File: src/hdl/sdp_pkg.sv
`default_nettype none
package sdp_pkg;

	// Frame and latch geometry
	localparam int WORD_BITS = 16;
	localparam int CODE_BITS = 12;
	localparam int DONT_CARE_BITS = 4;
	localparam int CNT_BITS = 5;
	localparam logic [CNT_BITS-1:0] CNT_ZERO = 5'h00;
	localparam logic [CNT_BITS-1:0] CNT_ONE = 5'h01;
	localparam logic [CNT_BITS-1:0] CNT_FULL = 5'h10;

	// Pin input conditioning
	localparam int SYNC_STAGES = 3;
	localparam int PIN_COUNT = 7;

	// Output word buffer
	localparam int FIFO_DEPTH = 8;

	// Reset values
	localparam logic [CODE_BITS-1:0] CODE_CLEARED = 12'h000;
	localparam logic [WORD_BITS-1:0] WORD_RESET = 16'h0000;

	// Code format select encodings
	localparam logic FMT_OFFSET_BINARY = 1'b0;
	localparam logic FMT_TWOS_COMPLEMENT = 1'b1;

	typedef enum logic [2:0] {
		SDP_IDLE = 3'b001,
		SDP_SHIFT = 3'b010,
		SDP_LOCKED = 3'b100
	} sdp_state_t;

	// Conditioned pin bundle, one bit per pin
	typedef struct packed {
		logic link_clock;
		logic frame_n;
		logic serial_data;
		logic latch_load_n;
		logic chain_mode_select;
		logic zero_force_n;
		logic code_format_select;
	} sdp_pins_t;

endpackage
`default_nettype wire

File: src/hdl/sdp_fifo.sv
`timescale 1ns/100ps
`default_nettype none
module sdp_fifo #(
	parameter int WIDTH = 12,
	parameter int DEPTH = 8
) (
	input wire logic clk_in,
	input wire logic rst_n_in,
	input wire logic in_valid_in,
	output logic in_ready_out,
	input wire logic [WIDTH-1:0] in_data_in,
	output logic out_valid_out,
	input wire logic out_ready_in,
	output logic [WIDTH-1:0] out_data_out
);
	localparam int AW = (DEPTH > 1) ? $clog2(DEPTH) : 1;
	localparam logic [AW:0] DEPTH_L = (AW + 1)'(DEPTH);
	localparam logic [AW:0] PTR_ONE = (AW + 1)'(1);

	logic [WIDTH-1:0] mem_r [DEPTH];
	logic [AW:0] wr_ptr_r;
	logic [AW:0] rd_ptr_r;
	logic [AW:0] fill;
	logic push;
	logic pop;

	assign fill = wr_ptr_r - rd_ptr_r;
	assign in_ready_out = (fill != DEPTH_L);
	assign out_valid_out = (fill != '0);
	assign push = in_valid_in & in_ready_out;
	assign pop = out_valid_out & out_ready_in;
	assign out_data_out = mem_r[rd_ptr_r[AW-1:0]];

	always_ff @(posedge clk_in or negedge rst_n_in)
	begin
		if (!rst_n_in)
			wr_ptr_r <= '0;
		else if (push)
			wr_ptr_r <= (wr_ptr_r[AW-1:0] == AW'(DEPTH - 1)) ?
				{~wr_ptr_r[AW], {AW{1'b0}}} : wr_ptr_r + PTR_ONE;
	end

	always_ff @(posedge clk_in or negedge rst_n_in)
	begin
		if (!rst_n_in)
			rd_ptr_r <= '0;
		else if (pop)
			rd_ptr_r <= (rd_ptr_r[AW-1:0] == AW'(DEPTH - 1)) ?
				{~rd_ptr_r[AW], {AW{1'b0}}} : rd_ptr_r + PTR_ONE;
	end

	always_ff @(posedge clk_in)
	begin
		if (push)
			mem_r[wr_ptr_r[AW-1:0]] <= in_data_in;
	end

endmodule // sdp_fifo
`default_nettype wire

File: src/hdl/sdp_port.sv
`timescale 1ns/100ps
`default_nettype none
// Overview of operation
// RULE1: Shift one data bit per falling link clock
// RULE2: Host sends each word as sixteen bits
// RULE3: Frame low restarts the loading logic
// RULE4: Latch load falling edge updates converter latch; code delays it while the word buffer is full
// RULE5: Load held low: update on sixteenth edge; code delays it while the word buffer is full
// RULE6: Host ties chain select per system wiring
// RULE7: Chain mode enables output, shifts data out
// RULE8: Clear low forces output to cleared state
// RULE9: Format select: zero offset binary, one twos
// RULE10: Only last twelve bits reach the latch
// RULE11: Stand-alone mode accepts exactly sixteen bits
// RULE12: Clear loads latch with zeros, bypassing shifter
// RULE13: Clear outranks any pending latch load
module sdp_port #(
	parameter int WORD_BITS = sdp_pkg::WORD_BITS,
	parameter int CODE_BITS = sdp_pkg::CODE_BITS,
	parameter int FIFO_DEPTH = sdp_pkg::FIFO_DEPTH
) (
	input wire logic clk_in,
	input wire logic rst_n_in,
	input wire logic link_clock_in,
	input wire logic frame_n_in,
	input wire logic serial_data_in,
	input wire logic latch_load_n_in,
	input wire logic chain_mode_select_in,
	input wire logic zero_force_n_in,
	input wire logic code_format_select_in,
	output logic chain_data_out,
	output logic chain_data_oe_out,
	output logic [CODE_BITS-1:0] dac_code_out,
	output logic code_format_out,
	output logic output_cleared_out,
	output logic word_complete_out,
	output logic auto_update_out,
	output logic [CODE_BITS-1:0] dac_word_out,
	output logic dac_valid_out,
	input wire logic dac_ready_in
);

	localparam int NP = sdp_pkg::PIN_COUNT;
	localparam int NS = sdp_pkg::SYNC_STAGES;

	sdp_pkg::sdp_pins_t pins_raw;
	sdp_pkg::sdp_pins_t pins_f;
	sdp_pkg::sdp_pins_t pins_prev_r;
	logic [NP-1:0] pins_filt_r;

	sdp_pkg::sdp_state_t state_r;
	sdp_pkg::sdp_state_t state_nxt;
	logic [sdp_pkg::CNT_BITS-1:0] count_r;
	logic [sdp_pkg::CNT_BITS-1:0] count_base;
	logic [sdp_pkg::CNT_BITS-1:0] count_nxt;
	logic [WORD_BITS-1:0] shift_r;
	logic [WORD_BITS-1:0] shift_nxt;
	logic chain_out_r;
	logic auto_r;
	logic auto_nxt;
	logic done_r;
	logic load_req_r;
	logic clear_push_r;
	logic [CODE_BITS-1:0] held_r;
	logic [CODE_BITS-1:0] latch_r;

	logic clk_fall;
	logic frame_fall;
	logic latch_load_n_fall;
	logic zero_fall;
	logic frame_low;
	logic chain_mode;
	logic clearing;
	logic shift_en;
	logic hit_full;
	logic auto_req;
	logic manual_req;
	logic push_valid;
	logic push_ready;
	logic push_ok;
	logic [CODE_BITS-1:0] push_data;

	// Pin bundle in struct order
	assign pins_raw = '{
		link_clock: link_clock_in,
		frame_n: frame_n_in,
		serial_data: serial_data_in,
		latch_load_n: latch_load_n_in,
		chain_mode_select: chain_mode_select_in,
		zero_force_n: zero_force_n_in,
		code_format_select: code_format_select_in
	};

	// Three-stage conditioning; a change counts once stages two and three agree
	genvar gi;
	generate
		for (gi = 0; gi < NP; gi++)
		begin : g_sync
			logic [NS-1:0] stg_r;
			always_ff @(posedge clk_in or negedge rst_n_in)
			begin
				if (!rst_n_in)
					stg_r <= '1;
				else
					stg_r <= {stg_r[NS-2:0], pins_raw[gi]};
			end
			always_ff @(posedge clk_in or negedge rst_n_in)
			begin
				if (!rst_n_in)
					pins_filt_r[gi] <= 1'b1;
				else if (stg_r[NS-2] == stg_r[NS-1])
					pins_filt_r[gi] <= stg_r[NS-1];
			end
		end
	endgenerate

	assign pins_f = pins_filt_r;

	always_ff @(posedge clk_in or negedge rst_n_in)
	begin
		if (!rst_n_in)
			pins_prev_r <= '1;
		else
			pins_prev_r <= pins_f;
	end

	assign clk_fall = pins_prev_r.link_clock & ~pins_f.link_clock;
	assign frame_fall = pins_prev_r.frame_n & ~pins_f.frame_n;
	assign latch_load_n_fall = pins_prev_r.latch_load_n & ~pins_f.latch_load_n;
	assign zero_fall = pins_prev_r.zero_force_n & ~pins_f.zero_force_n;
	assign frame_low = ~pins_f.frame_n;
	assign chain_mode = pins_f.chain_mode_select; // RULE6
	assign clearing = ~pins_f.zero_force_n;

	// Frame start restarts the counter; an edge in the same cycle is bit one
	assign count_base = frame_fall ? sdp_pkg::CNT_ZERO : count_r; // RULE3
	assign shift_en = frame_low & clk_fall & (state_r != sdp_pkg::SDP_LOCKED) &
		(chain_mode | (count_base < sdp_pkg::CNT_FULL)); // RULE11 RULE7
	assign hit_full = shift_en & (count_base == sdp_pkg::CNT_FULL - sdp_pkg::CNT_ONE);
	assign auto_nxt = frame_fall ? ~pins_f.latch_load_n : auto_r;

	always_comb
	begin
		shift_nxt = shift_r;
		count_nxt = count_base;
		if (shift_en)
		begin
			shift_nxt = {shift_r[WORD_BITS-2:0], pins_f.serial_data}; // RULE1
			if (count_base != sdp_pkg::CNT_FULL)
				count_nxt = count_base + sdp_pkg::CNT_ONE;
		end
	end

	always_comb
	begin
		state_nxt = state_r;
		unique case (state_r)
			sdp_pkg::SDP_IDLE:
			begin
				if (frame_fall)
					state_nxt = sdp_pkg::SDP_SHIFT; // RULE3
			end
			sdp_pkg::SDP_SHIFT:
			begin
				if (!frame_low)
					state_nxt = sdp_pkg::SDP_IDLE;
				else if (hit_full && !chain_mode)
					state_nxt = sdp_pkg::SDP_LOCKED; // RULE11
			end
			sdp_pkg::SDP_LOCKED:
			begin
				if (!frame_low)
					state_nxt = sdp_pkg::SDP_IDLE;
			end
			default:
				state_nxt = sdp_pkg::SDP_IDLE;
		endcase
	end

	always_ff @(posedge clk_in or negedge rst_n_in)
	begin
		if (!rst_n_in)
			state_r <= sdp_pkg::SDP_IDLE;
		else
			state_r <= state_nxt;
	end

	always_ff @(posedge clk_in or negedge rst_n_in)
	begin
		if (!rst_n_in)
		begin
			shift_r <= sdp_pkg::WORD_RESET;
			count_r <= sdp_pkg::CNT_ZERO;
		end
		else
		begin
			shift_r <= shift_nxt;
			count_r <= count_nxt;
		end
	end

	// Chain output follows the bit leaving the top of the shifter
	always_ff @(posedge clk_in or negedge rst_n_in)
	begin
		if (!rst_n_in)
			chain_out_r <= 1'b0;
		else if (shift_en && chain_mode)
			chain_out_r <= shift_r[WORD_BITS-1]; // RULE7
	end

	// Update mode sampled when the frame opens
	always_ff @(posedge clk_in or negedge rst_n_in)
	begin
		if (!rst_n_in)
			auto_r <= 1'b0;
		else
			auto_r <= auto_nxt; // RULE5
	end

	always_ff @(posedge clk_in or negedge rst_n_in)
	begin
		if (!rst_n_in)
			done_r <= 1'b0;
		else if (frame_fall)
			done_r <= hit_full;
		else if (hit_full)
			done_r <= 1'b1;
	end

	assign auto_req = hit_full & auto_nxt; // RULE5
	// A load strobe falling with the frame start selects auto mode, not a load
	assign manual_req = latch_load_n_fall & done_r & ~auto_nxt; // RULE4

	// Low twelve bits are the code; the leading four are ignored
	always_ff @(posedge clk_in or negedge rst_n_in)
	begin
		if (!rst_n_in)
			held_r <= sdp_pkg::CODE_CLEARED;
		else if ((auto_req || manual_req) && !clearing)
			held_r <= shift_nxt[CODE_BITS-1:0]; // RULE10
	end

	// Load waits for room in the word buffer; clear cancels it
	always_ff @(posedge clk_in or negedge rst_n_in)
	begin
		if (!rst_n_in)
			load_req_r <= 1'b0;
		else if (clearing)
			load_req_r <= 1'b0; // RULE13
		else if (auto_req || manual_req)
			load_req_r <= 1'b1;
		else if (push_ok && !clear_push_r)
			load_req_r <= 1'b0;
	end

	// One zero word is queued per clear
	always_ff @(posedge clk_in or negedge rst_n_in)
	begin
		if (!rst_n_in)
			clear_push_r <= 1'b0;
		else if (zero_fall)
			clear_push_r <= 1'b1;
		else if (push_ok && clear_push_r)
			clear_push_r <= 1'b0;
	end

	assign push_valid = clear_push_r | (load_req_r & ~clearing);
	assign push_ok = push_valid & push_ready;
	assign push_data = clear_push_r ? sdp_pkg::CODE_CLEARED : held_r;

	always_ff @(posedge clk_in or negedge rst_n_in)
	begin
		if (!rst_n_in)
			latch_r <= sdp_pkg::CODE_CLEARED;
		else if (clearing)
			latch_r <= sdp_pkg::CODE_CLEARED; // RULE8 RULE12 RULE13
		else if (push_ok)
			latch_r <= push_data; // RULE4 RULE5
	end

	sdp_fifo #(
		.WIDTH(CODE_BITS),
		.DEPTH(FIFO_DEPTH)
	) u_fifo (
		.clk_in(clk_in),
		.rst_n_in(rst_n_in),
		.in_valid_in(push_valid),
		.in_ready_out(push_ready),
		.in_data_in(push_data),
		.out_valid_out(dac_valid_out),
		.out_ready_in(dac_ready_in),
		.out_data_out(dac_word_out)
	);

	assign chain_data_out = chain_out_r;
	assign chain_data_oe_out = chain_mode; // RULE7
	assign dac_code_out = latch_r;
	assign code_format_out = pins_f.code_format_select; // RULE9
	assign output_cleared_out = clearing; // RULE8
	assign word_complete_out = done_r;
	assign auto_update_out = auto_r;

endmodule // sdp_port
`default_nettype wire

File: config.mk
export PLATFORM = sky130hd
export DESIGN_NAME = sdp_port
export DESIGN_NICKNAME = d
export VERILOG_FILES = /design/src/hdl/sdp_pkg.sv /design/src/hdl/sdp_fifo.sv /design/src/hdl/sdp_port.sv
export SDC_FILE = /design/constraint.sdc
export NUM_CORES = 1
export LEC_CHECK = 0
export BUFFER_PORTS_ARGS = -buffer_cell sky130_fd_sc_hd__buf_2
export CAP_MARGIN = 5
export CORE_UTILIZATION = 50
export CTS_CLUSTER_SIZE = 28
export DETAILED_ROUTE_END_ITERATION = 16
export PLACE_DENSITY = 0.7
export SETUP_SLACK_MARGIN = 0.02
export SLEW_MARGIN = 20
export SYNTH_ARGS = -nofsm -noshare
export SYNTH_HDL_FRONTEND = slang
export SYNTH_HIERARCHICAL = 1
export SYNTH_SLANG_ARGS = --single-unit
File: constraint.sdc
create_clock -name clk_in -period 3.7 [get_ports clk_in]
set_input_delay 0.185 -clock clk_in [delete_from_list [all_inputs] [get_ports clk_in]]
set_output_delay 0.185 -clock clk_in [all_outputs]
set_load 0.02 [all_outputs]
==> results of run 1 <==
[flip-flops by register name, indices dropped and copies added (netlist names), 3 cells and up]
signal           flops
u_fifo/mem_r        96
g_sync.stg_r        21
shift_r             16
dac_code_out        12
held_r              12
count_r              5
pins_f               5
pins_prev_r          4
u_fifo/rd_ptr_r      4
u_fifo/wr_ptr_r      4
state_r              3
[critical path, delay by kind of cell, from the launching register on]
kind,cells,cell delay [ns]
simple gates,5,1.11
flops,1,0.59
mux,1,0.41
fa+ha+maj,2,0.34
compound gates,2,0.31
buf+inv,1,0.09
[layout by cell type, fill, tap and decap left out, types with 18 or more instances in the layout]
master,instances
dfrtp_1,60
buf_2,39
nand2_1,52
edfxtp_1,96
nor2_1,23
dfstp_2,33
mux2_2,32
mux4_2,24
clkbuf_16,18
[worst paths after layout]
| check | slack, ns | end | cells after the start |
|---|---|---|---|
| max | 0.71 | held_r[10] | 11 |
| min | 0.21 | u_fifo/rd_ptr_r[3] | 3 |
| max reg2reg | 0.71 | held_r[10] | 11 |
| min reg2reg | 0.35 | g_sync[6].stg_r[1] | 0 |
| max in group asynchronous | 2.39 | g_sync[1].stg_r[1] | 3 |
| min in group asynchronous | 0.37 | held_r[10] | 2 |
[power groups by stage]
stage	Sequential [mW]	Clock, mW	Combinational (mW)
6_report	2.83	1.71	2.08
2_1_floorplan	2.83	0	1.51
3_5_place_dp	2.87	0	2.09
3_3_place_gp	2.85	0	2.05
5_1_grt	2.87	1.83	2.28
4_1_cts	2.84	1.74	2.12
[cell families after synthesis]
logic type               Yosys count  share of synthesized area
AND/OR/NAND/NOR                  122                    0.07851
flip-flops                       189                     0.7025
multiplexers                      72                     0.1433
AO/OA/AOI/OAI                     26                    0.02461
XOR/XNOR                           7                   0.009207
adder cells (fa/ha/maj)           17                    0.02611
buffers and inverters             25                    0.01574
[metal layers]
metal / wire length [µm] / vias up / GRT usage
li1: - / 1812 / -
met1: 5898 / 2030 / 0.2460
met2: 7227 / 78 / 0.3234
met3: 509 / 10 / 0.05155
met4: 190 / 0 / 0.06733
met5: 0 / - / 0
[cells in the mapped netlist, types with 3 or more instances]
cell type / n / share of area
clkbuf_1: 6 / 0.0030
nand3_1: 3 / 0.0020
mux2i_1: 14 / 0.019
dfrtp_1: 60 / 0.20
buf_2: 4 / 0.0027
nor2_1: 23 / 0.012
xnor2_1: 5 / 0.0059
nor3_1: 11 / 0.0074
dfstp_2: 33 / 0.12
edfxtp_1: 96 / 0.39
maj3_1: 7 / 0.0094
nand2_1: 52 / 0.026
mux2_2: 32 / 0.048
a21oi_1: 6 / 0.0040
mux4_2: 24 / 0.072
ha_1: 10 / 0.017
nor2b_1: 14 / 0.012
inv_1: 10 / 0.0050
o21ai_0: 6 / 0.0040
nand2b_1: 7 / 0.0059
[layout make-up]
type                            count  share of cell area
Sequential cell                   189              0.6119
Timing Repair Buffer               61             0.04432
Clock buffer                       25             0.05759
Tap cell                          184             0.02683
Clock inverter                      7            0.007435
Inverter                           10            0.004374
Multi-Input combinational cell    244              0.2476
[repair_timing]
action | in CTS | in global routing
setup buffers | 0 | 0
endpoints found under the hold margin | 54 | 0
gates resized for setup | 0 | 0
hold buffers | 8 | 0
setup endpoints to repair | 0 | 0
==> key figures, run 1 <==
Run status
  • Outcome: complete, no violations

Cells and area
  • Area occupied by multi-input gates: 0.002125 mm²
  • Register Area: between 0.005 and 0.006 mm²
  • FILL cells: between 1000 and 1500
  • Utilization after layout: 0.5905
  • Layout area overhead: 14.81%
  • Layout cell share with drive strength beyond 1: 0.3396
  • Ant diodes: 0
  • Number of nets in the layout: approximately 540
  • Fin cells: 720
  • Finished Cell Area: between 0.008 and 0.009 mm²

STA
  • Relative slew slack: 0.4007
  • Worst Tran Pin Value: about 0.9 ns
  • Final Hold Fails: 0
  • Max Freq: approximately 330 MHz
  • Slew Limit Fails: 0
  • RSZ-0062 raised after global routing: no
  • Minimum clock period after layout: 2.989 ns
  • Worst-case hold slack: ~0.21 ns
  • Clock skew: ~0.012 ns
  • Final-report setup violation count: 0
  • Final WS setup: a little over 0.7 ns
  • Final setup TNS: 0 ns
  • Period utilisation layout: 0.8077

Global route
  • Total gr overflow: 0
  • Largest net degree at the start of global routing: 60
  • Vias in the first global route: between 4000 and 5000
  • Initial antenna violation count: 0
  • Global-route wire length before repair: approximately 23000 µm
  • Gr usage total: 0.1941

Route
  • Initial DRC count: ~230
  • DR WL/cell: between 15 and 20 µm
  • DRC: 0
  • Pre-antenna DRT Iters: 5
  • Antenna-violating nets left: 0
  • Routed vias: 3930
  • Vias per cell: 5.458
  • Routed WL: 13830 µm

Setup path
  • Slowest Stage Delay on Critical Path: about 0.59 ns
  • CP Cell Sequence: nand2b_1, nand2_1, inv_1, ha_1, nand2_1, nor2_1, ha_1, o21ai_0, o21a_1, nor3_4, mux2_2
  • R2r startpoint: pins_f[5]
  • Worst setup startpoint: pins_f[5]
  • CP startpoint kind: register
  • CP max stage cell: dfstp_2
  • Required time worst endpoint: roughly 4.0 ns
  • Crit path kind: reg -> reg
  • Maximum fanout along the worst path: 13
  • Data arrival, critical path: around 3.3 ns
  • Worst setup EP type: register

Yosys
  • Avg Cell Area, Syn: around 16 µm²
  • Mapped Cells: roughly 460
  • Synth cell types: between 40 and 50
  • Synthesized flop and latch total: between 150 and 200
  • Post-synth EDFFs: 96
  • Synth Flop Type: edfxtp_1
  • Mapped Nets: around 480
  • Sequential share of the synthesized area: 0.7025
  • Mapped cell area: roughly 0.0075 mm²
  • Ys Warns: 6
  • Async SR Flop Fraction: 0.4921

Pwr
  • Peak VDD IR: about 0.55 mV
  • Pwr Density: 771.1 mW/mm²
  • Gate power share: 0.314
  • Int Pwr: 4.496 mW
  • Total power: about 6.6 mW
  • Leakage: approximately 3.5 nW
  • Sequential share of power: 0.428
  • Sw Share: 0.3206
  • Sw Pwr: ~2.1 mW
  • Clock share of power: 0.258

Place
  • Placed cell areas: about 0.0079 mm²
  • Routability Congestion: between 0.7 and 0.8
  • Post-place setup slack: ~0.71 ns
  • Port bufs: 40
  • Inst Count DP: 680
  • DP HPWL: approximately 8900 µm

Floorplanning
  • Die H: approximately 120 µm
  • IO Count: between 40 and 50
  • Rows: 44
  • Placeable Area: around 0.015 mm²
  • Initial Util: 0.5143
  • Die Area: between 0.015 and 0.02 mm²
  • Die width: 124.3 µm

Clock network
  • Root Buffer: clkbuf_16
  • H-tree depth: 4
  • Number of buffers created by CTS: 17
  • Clock Pin Slew Worst Setup and Hold Paths: about 0.06 ns
  • Sink Count: between 150 and 200
  • CTS Buffer Depth: 2
  • Clk Latency, worst-skew pair: between 0.4 and 0.5 ns
  • CTS tree: built

Worst hold path
  • Hold Startpoint: dac_ready_in
  • Hold Path Class: in -> reg

Job
  • Max Cap Viol: 0
(Power assumes the default switching activity.)
==> run 2, diff against run 1 <==
- ABC_AREA: unset -> 1
- PLACE_DENSITY: 0.7 -> 0.67
- clock period: 3.7 -> 3 ns (I/O delays scaled with it)
==> run 2 against run 1 <==
Combinational power up 32%. Largest cell class unchanged. Critical path type unchanged. Register-to-register slack worse by 0.16 ns. Setup slack worse by 0.16 ns. Non-clock buffer count up 3.
==> key figures, run 2 <==
Run status
  • Outcome: complete, no violations (unchanged)

Setup path
  • Required time worst endpoint: 3.32 ns (was 4.00 ns)
  • RR Endpoint: held_r[1] (was held_r[10])
  • Slowest Stage Delay on Critical Path: 0.59 ns (about the same)
  • Worst R2R Setup Slack: 0.55 ns (was 0.71 ns)
  • CP max stage cell: dfstp_2 (unchanged)
  • Maximum fanout along the worst path: 13 (unchanged)
  • Worst r2r path cells: 13 (was 11)
  • Worst setup EP type: register (unchanged)
  • Crit path kind: reg -> reg (unchanged)
  • Data arrival, critical path: 2.77 ns (was 3.28 ns)
  • CP startpoint kind: register (unchanged)
  • R2r startpoint: pins_f[5] (unchanged)
  • CP Cell Sequence: inv_2, nand2_8, inv_1, nor2_1, ha_1, inv_1, nor3_1, ha_1, nand4_2, nand2_4, nand2_4, nand2_1, nand2_1 (was nand2b_1, nand2_1, inv_1, ha_1, nand2_1, nor2_1, ha_1, o21ai_0, o21a_1, nor3_4, mux2_2)

Clock network
  • Total setup buffers inserted after CTS: 0 (unchanged)
  • CTS Buffer Depth: 2 (unchanged)
  • Clk Latency, worst-skew pair: 0.42 ns (about the same)
  • Number of buffers created by CTS: 17 (unchanged)
  • Post-CTS Resized: 0 (unchanged)
  • Sink Count: 189 (unchanged)
  • H-tree depth: 4 (unchanged)
  • Clock Pin Slew Worst Setup and Hold Paths: 0.07 ns (was 0.06 ns)
  • Cts hold-fix bufs: 8 (unchanged)
  • CTS tree: built (unchanged)
  • Root Buffer: clkbuf_16 (unchanged)

Cells and area
  • Most common cell after layout, fill and taps aside: nand2_1 (was edfxtp_1)
  • Finished Cell Area: 0.008966 mm² (was 0.008582 mm²)
  • Max reg flops: 96 (unchanged)
  • FILL cells: 1292 (was 1114)
  • Number of nets in the layout: 782 (was 543)
  • Ant diodes: 0 (unchanged)
  • Commonest non-fill, non-tap cells in the layout: nand2_1, edfxtp_1, nor2_1 (was edfxtp_1, dfrtp_1, nand2_1)
  • Layout area overhead: 12.97% (was 14.81%)
  • Layout cell share with drive strength beyond 1: 0.2183 (was 0.3396)
  • Utilization after layout: 0.5833 (was 0.5905)

Place
  • Placed cell areas: 0.008290 mm² (was 0.007944 mm²)
  • Routability Congestion: 0.8070 (was 0.7840)
  • DP HPWL: 9587 µm (was 8894 µm)
  • Port bufs: 40 (unchanged)

Floorplanning
  • Die Area: 0.01638 mm² (was 0.01544 mm²)
  • Initial Util: 0.5163 (was 0.5143)
  • Die width: 128.0 µm (was 124.3 µm)
  • Rows: 45 (was 44)
  • IO Count: 41 (unchanged)
  • Placeable Area: 0.01537 mm² (was 0.01453 mm²)
  • Die H: 128.0 µm (was 124.3 µm)

Yosys
  • Ys Warns: 6 (unchanged)
  • Avg Cell Area, Syn: 11.15 µm² (was 16.32 µm²)
  • Post-synth top cells: nand2_1, edfxtp_1, nor2_1 (was edfxtp_1, dfrtp_1, nand2_1)
  • Mapped Nets: 732 (was 478)
  • Synthesized flop and latch total: 189 (unchanged)
  • Synth Flop Type: edfxtp_1 (unchanged)
  • Yosys top cell area share: 0.3632 (was 0.3857)
  • Async SR Flop Fraction: 0.4921 (unchanged)
  • Synth cell types: 39 (was 46)
  • Post-synth EDFFs: 96 (unchanged)
  • Most numerous cell in the Yosys netlist: nand2_1 (was edfxtp_1)
  • Mapped cell area: 0.007936 mm² (was 0.007475 mm²)
  • Sequential share of the synthesized area: 0.6617 (was 0.7025)
  • Leading area contributor after synthesis: edfxtp_1 (unchanged)
  • Ranking of synthesized cells by area: edfxtp_1, dfrtp_1, dfstp_2, nand2_1, o21ai_0 (was edfxtp_1, dfrtp_1, dfstp_2, mux4_2, mux2_2)
  • Mapped Cells: 712 (was 458)

STA
  • RSZ-0062 raised after global routing: no (unchanged)
  • Final setup TNS: 0 ns (unchanged)
  • Clock skew: 0.009362 ns (was 0.01181 ns)
  • Period utilisation layout: 0.8178 (was 0.8077)
  • Final-report setup violation count: 0 (unchanged)
  • Worst Tran Pin Value: 0.7898 ns (was 0.8971 ns)
  • Final Hold Fails: 0 (unchanged)
  • Minimum clock period after layout: 2.453 ns (was 2.989 ns)
  • Max Freq: 407.6 MHz (was 334.6 MHz)
  • Relative slew slack: 0.4715 (was 0.4007)
  • Slew Limit Fails: 0 (unchanged)

Route
  • Routed WL: 15340 µm (was 13830 µm)
  • Antenna-violating nets left: 0 (unchanged)
  • Vias per cell: 5.212 (was 5.458)
  • Pre-antenna DRT Iters: 5 (unchanged)
  • Initial DRC count: 388 (was 233)
  • Routed vias: 5134 (was 3930)
  • DRC: 0 (unchanged)
  • DR WL/cell: 15.57 µm (was 19.20 µm)

Worst hold path
  • Hold EP: u_fifo/rd_ptr_r[2] (was u_fifo/rd_ptr_r[3])
  • Hold Startpoint: dac_ready_in (unchanged)
  • Hold Path Class: in -> reg (unchanged)
  • Hold Path Depth: 3 (unchanged)

Global route
  • Largest net degree at the start of global routing: 87 (was 60)
  • Vias in the first global route: 4957 (was 4155)
  • Global-route wire length before repair: 25060 µm (was 22580 µm)
  • Initial antenna violation count: 0 (unchanged)
  • Total gr overflow: 0 (unchanged)
  • Gr usage total: 0.2030 (was 0.1941)

Job
  • Max Cap Viol: 0 (unchanged)

Pwr
  • Leakage: 3.901 nW (was 3.549 nW)
  • Pwr Density: 940.1 mW/mm² (was 771.1 mW/mm²)
  • Peak VDD IR: 0.4347 mV (was 0.5469 mV)
==> run 2: per-stage QoR <==
| step | power (mW) | hold WS [ns] | instances | setup WS (ns) |
|---|---|---|---|---|
| after global routing | 8.964 | 0.03134 | 985 | 0.3199 |
| after floorplan | 5.554 | -0.1456 | 712 | 0.3781 |
| after detailed placement | 6.250 | 0.2566 | 946 | 0.5614 |
| final | 8.429 | 0.02772 | 985 | 0.5467 |
| after CTS | 8.503 | 0.01234 | 985 | 0.5549 |
| after global placement | 6.129 | 0.2564 | 946 | 0.6583 |
==> run 2: layout make-up <==
cell class | count | area [µm²] | area share
Clock buffer | 17 | 425.4 | 0.04745
Clock inverter | 14 | 166.4 | 0.01856
Inverter | 50 | 187.7 | 0.02093
Multi-Input combinational cell | 440 | 2265 | 0.2526
Sequential cell | 189 | 5251 | 0.5857
Tap cell | 211 | 264.0 | 0.02944
Timing Repair Buffer | 64 | 406.6 | 0.04535
==> run 2: how the worst max path moves through the flow <==
stage,end,from,slack [ns]
after detailed placement,held_r[1],pins_f[5],0.56
final,held_r[1],pins_f[5],0.55
after floorplan,u_fifo/mem_r[0][0],u_fifo/rd_ptr_r[2],0.38
after global placement,held_r[1],pins_f[5],0.66
after global routing,held_r[0],pins_f[5],0.32
after CTS,held_r[1],pins_f[5],0.55
==> run 2: where the power goes <==
group,internal (mW),total [mW],switching [mW]
sequential,3.22,3.44,0.226
combinational,0.850,2.75,1.90
clock,1.31,2.24,0.930
total,5.37,8.43,3.06
==> run 2: routing by layer <==
layer	global-route usage	vias up	wire length [µm]
li1	-	2513	-
met1	0.2516	2519	6759
met2	0.3536	85	7914
met3	0.03673	17	452
met4	0.07958	0	214
met5	0	-	0
==> run 2: cell families after synthesis <==
kind of cell,after synthesis,synth area share
simple gates,328,0.1936
flops,189,0.6617
compound gates,93,0.06495
buf+inv,83,0.05297
fa+ha+maj,17,0.02459
xor+xnor,2,0.002208
==> run 2: critical path: cells and delay by family, from the launching register on <==
kind / cells / cell delay [ns]
fa+ha+maj: 2 / 0.38
buf+inv: 3 / 0.21
flops: 1 / 0.59
simple gates: 8 / 1.15
==> run 3, diff against run 2 <==
- PLACE_DENSITY: 0.67 -> 0.7
- clock period: 3 -> 2.1 ns (I/O delays scaled with it)
==> run 3 against run 2 <==
Clock skew rose by 0.00084 ns. Combinational power rose by 72%. Cell area rose by 5.7%.
==> key figures, run 3 (synthesis gave the netlist of run 2 again) <==
Pwr
  • Int Pwr: 7.986 mW (was 5.373 mW)
  • Leakage: 4.073 nW (was 3.901 nW)
  • Gate power share: 0.374 (was 0.326)
  • Total power: 12.63 mW (was 8.429 mW)
  • Pwr Density: 1332 mW/mm² (was 940.1 mW/mm²)
  • Peak VDD IR: 0.7039 mV (was 0.4347 mV)
  • Sw Pwr: 4.642 mW (was 3.056 mW)
  • Sequential share of power: 0.386 (was 0.408)
  • Sw Share: 0.3676 (was 0.3625)
  • Clock share of power: 0.240 (was 0.265)

Route
  • Wl on met1: 6789 µm (was 6759 µm)
  • Antenna-violating nets left: 0 (unchanged)
  • Met2 Wirelength: 8178 µm (was 7914 µm)
  • DRC: 0 (unchanged)
  • Initial DRC count: 422 (was 388)
  • Met3 wire length: 657 µm (was 452 µm)
  • Routed vias: 5293 (was 5134)
  • Routed WL: 16040 µm (was 15340 µm)
  • DR WL/cell: 15.91 µm (was 15.57 µm)
  • Pre-antenna DRT Iters: 5 (unchanged)
  • Highest routed layer: met4 (unchanged)
  • Vias per cell: 5.251 (was 5.212)

Cells and area
  • Ant diodes: 0 (unchanged)
  • Fin cells: 1008 (was 985)
  • Layout area overhead: 19.45% (was 12.97%)
  • Number of nets in the layout: 804 (was 782)
  • Max reg flops: 96 (unchanged)
  • Finished Cell Area: 0.009480 mm² (was 0.008966 mm²)
  • Layout cell share with drive strength beyond 1: 0.2698 (was 0.2183)
  • Commonest non-fill, non-tap cells in the layout: nand2_1, edfxtp_1, nor2_1 (unchanged)
  • Most common cell after layout, fill and taps aside: nand2_1 (unchanged)

Setup path
  • Maximum fanout along the worst path: 27 (was 13)
  • CP startpoint kind: register (unchanged)
  • R2r startpoint: pins_f[5] (unchanged)
  • RR Endpoint: held_r[7] (was held_r[1])
  • Slowest Stage Delay on Critical Path: 0.44 ns (was 0.59 ns)
  • CP max stage cell: dfrtp_2 (was dfstp_2)
  • Data arrival, critical path: 1.89 ns (was 2.77 ns)
  • Crit path kind: reg -> out (was reg -> reg)
  • CP Cell Sequence: buf_12, inv_4, clkbuf_16, nor2_1, o22ai_1, nand2_1, nand2_1, buf_2 (was inv_2, nand2_8, inv_1, nor2_1, ha_1, inv_1, nor3_1, ha_1, nand4_2, nand2_4, nand2_4, nand2_1, nand2_1)
  • Worst R2R Setup Slack: 0.11 ns (was 0.55 ns)
  • Most used cell, CP: nand2_1
  • Required time worst endpoint: 2.00 ns (was 3.32 ns)
  • Worst setup EP type: output port (was register)
  • Worst r2r path cells: 13 (unchanged)

Global route
  • Vias in the first global route: 5185 (was 4957)
  • Initial antenna violation count: 0 (unchanged)
  • Global-route wire length before repair: 25380 µm (was 25060 µm)
  • Gr usage total: 0.2051 (was 0.2030)
  • Largest net degree at the start of global routing: 57 (was 87)
  • Total gr overflow: 0 (unchanged)

Job
  • Max Cap Viol: 0 (unchanged)

STA
  • Slew Limit Fails: 0 (unchanged)
  • Worst Tran Pin Value: 0.5736 ns (was 0.7898 ns)
  • Final Hold Fails: 0 (unchanged)
  • Final-report setup violation count: 0 (unchanged)
  • Period utilisation layout: 0.9492
  • RSZ-0062 raised after global routing: no (unchanged)
  • Clock skew: 0.01020 ns (was 0.009362 ns)
  • Minimum clock period after layout: 1.993 ns
  • Worst-case hold slack: 0.1798 ns (was 0.02772 ns)
  • Relative slew slack: 0.6162 (was 0.4715)
  • Final WS setup: 0.1067 ns (was 0.5467 ns)
  • Max Freq: 501.7 MHz

Place
  • Post-place setup slack: 0.04962 ns (was 0.5614 ns)
  • Inst Count DP: 957 (was 946)
  • DP HPWL: 10010 µm (was 9587 µm)
  • Placed cell areas: 0.008608 mm² (was 0.008290 mm²)
  • Port bufs: 40 (unchanged)
  • Routability Congestion: 0.8308 (was 0.8070)

Clock network
  • Number of buffers created by CTS: 17 (unchanged)
  • Clock Pin Slew Worst Setup and Hold Paths: 0.07 ns (about the same)
  • H-tree depth: 4 (unchanged)
  • Root Buffer: clkbuf_16 (unchanged)
  • Sink Count: 189 (unchanged)
  • CTS Buffer Depth: 2 (unchanged)
  • Clk Latency, worst-skew pair: 0.43 ns (was 0.42 ns)
  • CTS tree: built (unchanged)

Floorplanning
  • IO Count: 41 (unchanged)
  • Die H: 128.0 µm (unchanged)
  • Die width: 128.0 µm (unchanged)
  • Placeable Area: 0.01537 mm² (unchanged)
  • Initial Util: 0.5163 (unchanged)
  • Rows: 45 (unchanged)
  • Die Area: 0.01638 mm² (unchanged)

Run status
  • Outcome: complete, no violations (unchanged)

Worst hold path
  • Hold Path Class: in -> async (was in -> reg)
## run 3: cell count changes in the layout (fill, tap and decap cells not counted), sizes merged
cell | before | now
nand2 | 178 | 179
clkinvlp | 3 | 1
inv | 53 | 52
clkbuf | 17 | 26
bufinv | 3 | 0
dlygate4sd3 | 8 | 9
buf | 56 | 73
clkinv | 5 | 6
## run 3: metal layers
metal	vias up	track usage
li1	2560	-
met1	2564	0.2470
met2	139	0.3478
met3	30	0.05342
met4	0	0.09135
met5	-	0
## run 3: metrics by stage
| stage | util | TNS, ns |
|---|---|---|
| after global placement | 0.5600 | 0 |
| after detailed placement | 0.5600 | 0 |
| after CTS | 0.6036 | 0 |
| final | 0.6168 | 0 |
| after floorplan | - | -4.002 |
| after global routing | 0.6168 | 0 |
## run 3: timing repair
action	CTS	global route
endpoints found under the hold margin	48	0
hold buffers	9	0
setup endpoints to repair	12	121
pin swaps	0	9
gates resized for setup	3	18
buffers inserted	0	6
cloned	0	4
## run 3: worst max-delay path: cells and delay by family, from the launching register on
family / cells / cell delay, ns
flops: 1 / 0.44
buf+inv: 4 / 0.64
simple gates: 3 / 0.21
compound gates: 1 / 0.16
## run 3: worst max path at each step
stage / to / cells after the start / slack, ns / from
finish: dac_word_out[2] / 8 / 0.11 / u_fifo/rd_ptr_r[0]
global placement: held_r[1] / 13 / 0.13 / pins_f[5]
CTS: dac_word_out[2] / 8 / 0.02 / u_fifo/rd_ptr_r[0]
global route: held_r[9] / 13 / 0.01 / pins_f[5]
detailed placement: held_r[0] / 13 / 0.05 / pins_f[5]
floorplan: u_fifo/mem_r[0][0] / 11 / -0.06 / u_fifo/rd_ptr_r[2]
## run 3: layout make-up
cell class                 instances  area [µm²]
inverter                          50       200.2
fill                            1201        5891
sequential                       189        5253
timing repair buffer              85       759.5
clock inverter                     9       56.30
tap                              211       264.0
multi-input combinational        441        2437
clock buffer                      23       510.5
## run 3: power groups by stage
| stage | Clock, mW | Sequential, mW | Combinational [mW] |
|---|---|---|---|
| finish | 3.03 | 4.87 | 4.73 |
| global placement | 0 | 4.91 | 4.19 |
| CTS | 3.06 | 4.87 | 4.40 |
| floorplan | 0 | 4.92 | 3.22 |
| detailed placement | 0 | 4.93 | 4.35 |
| global route | 3.24 | 4.93 | 5.21 |
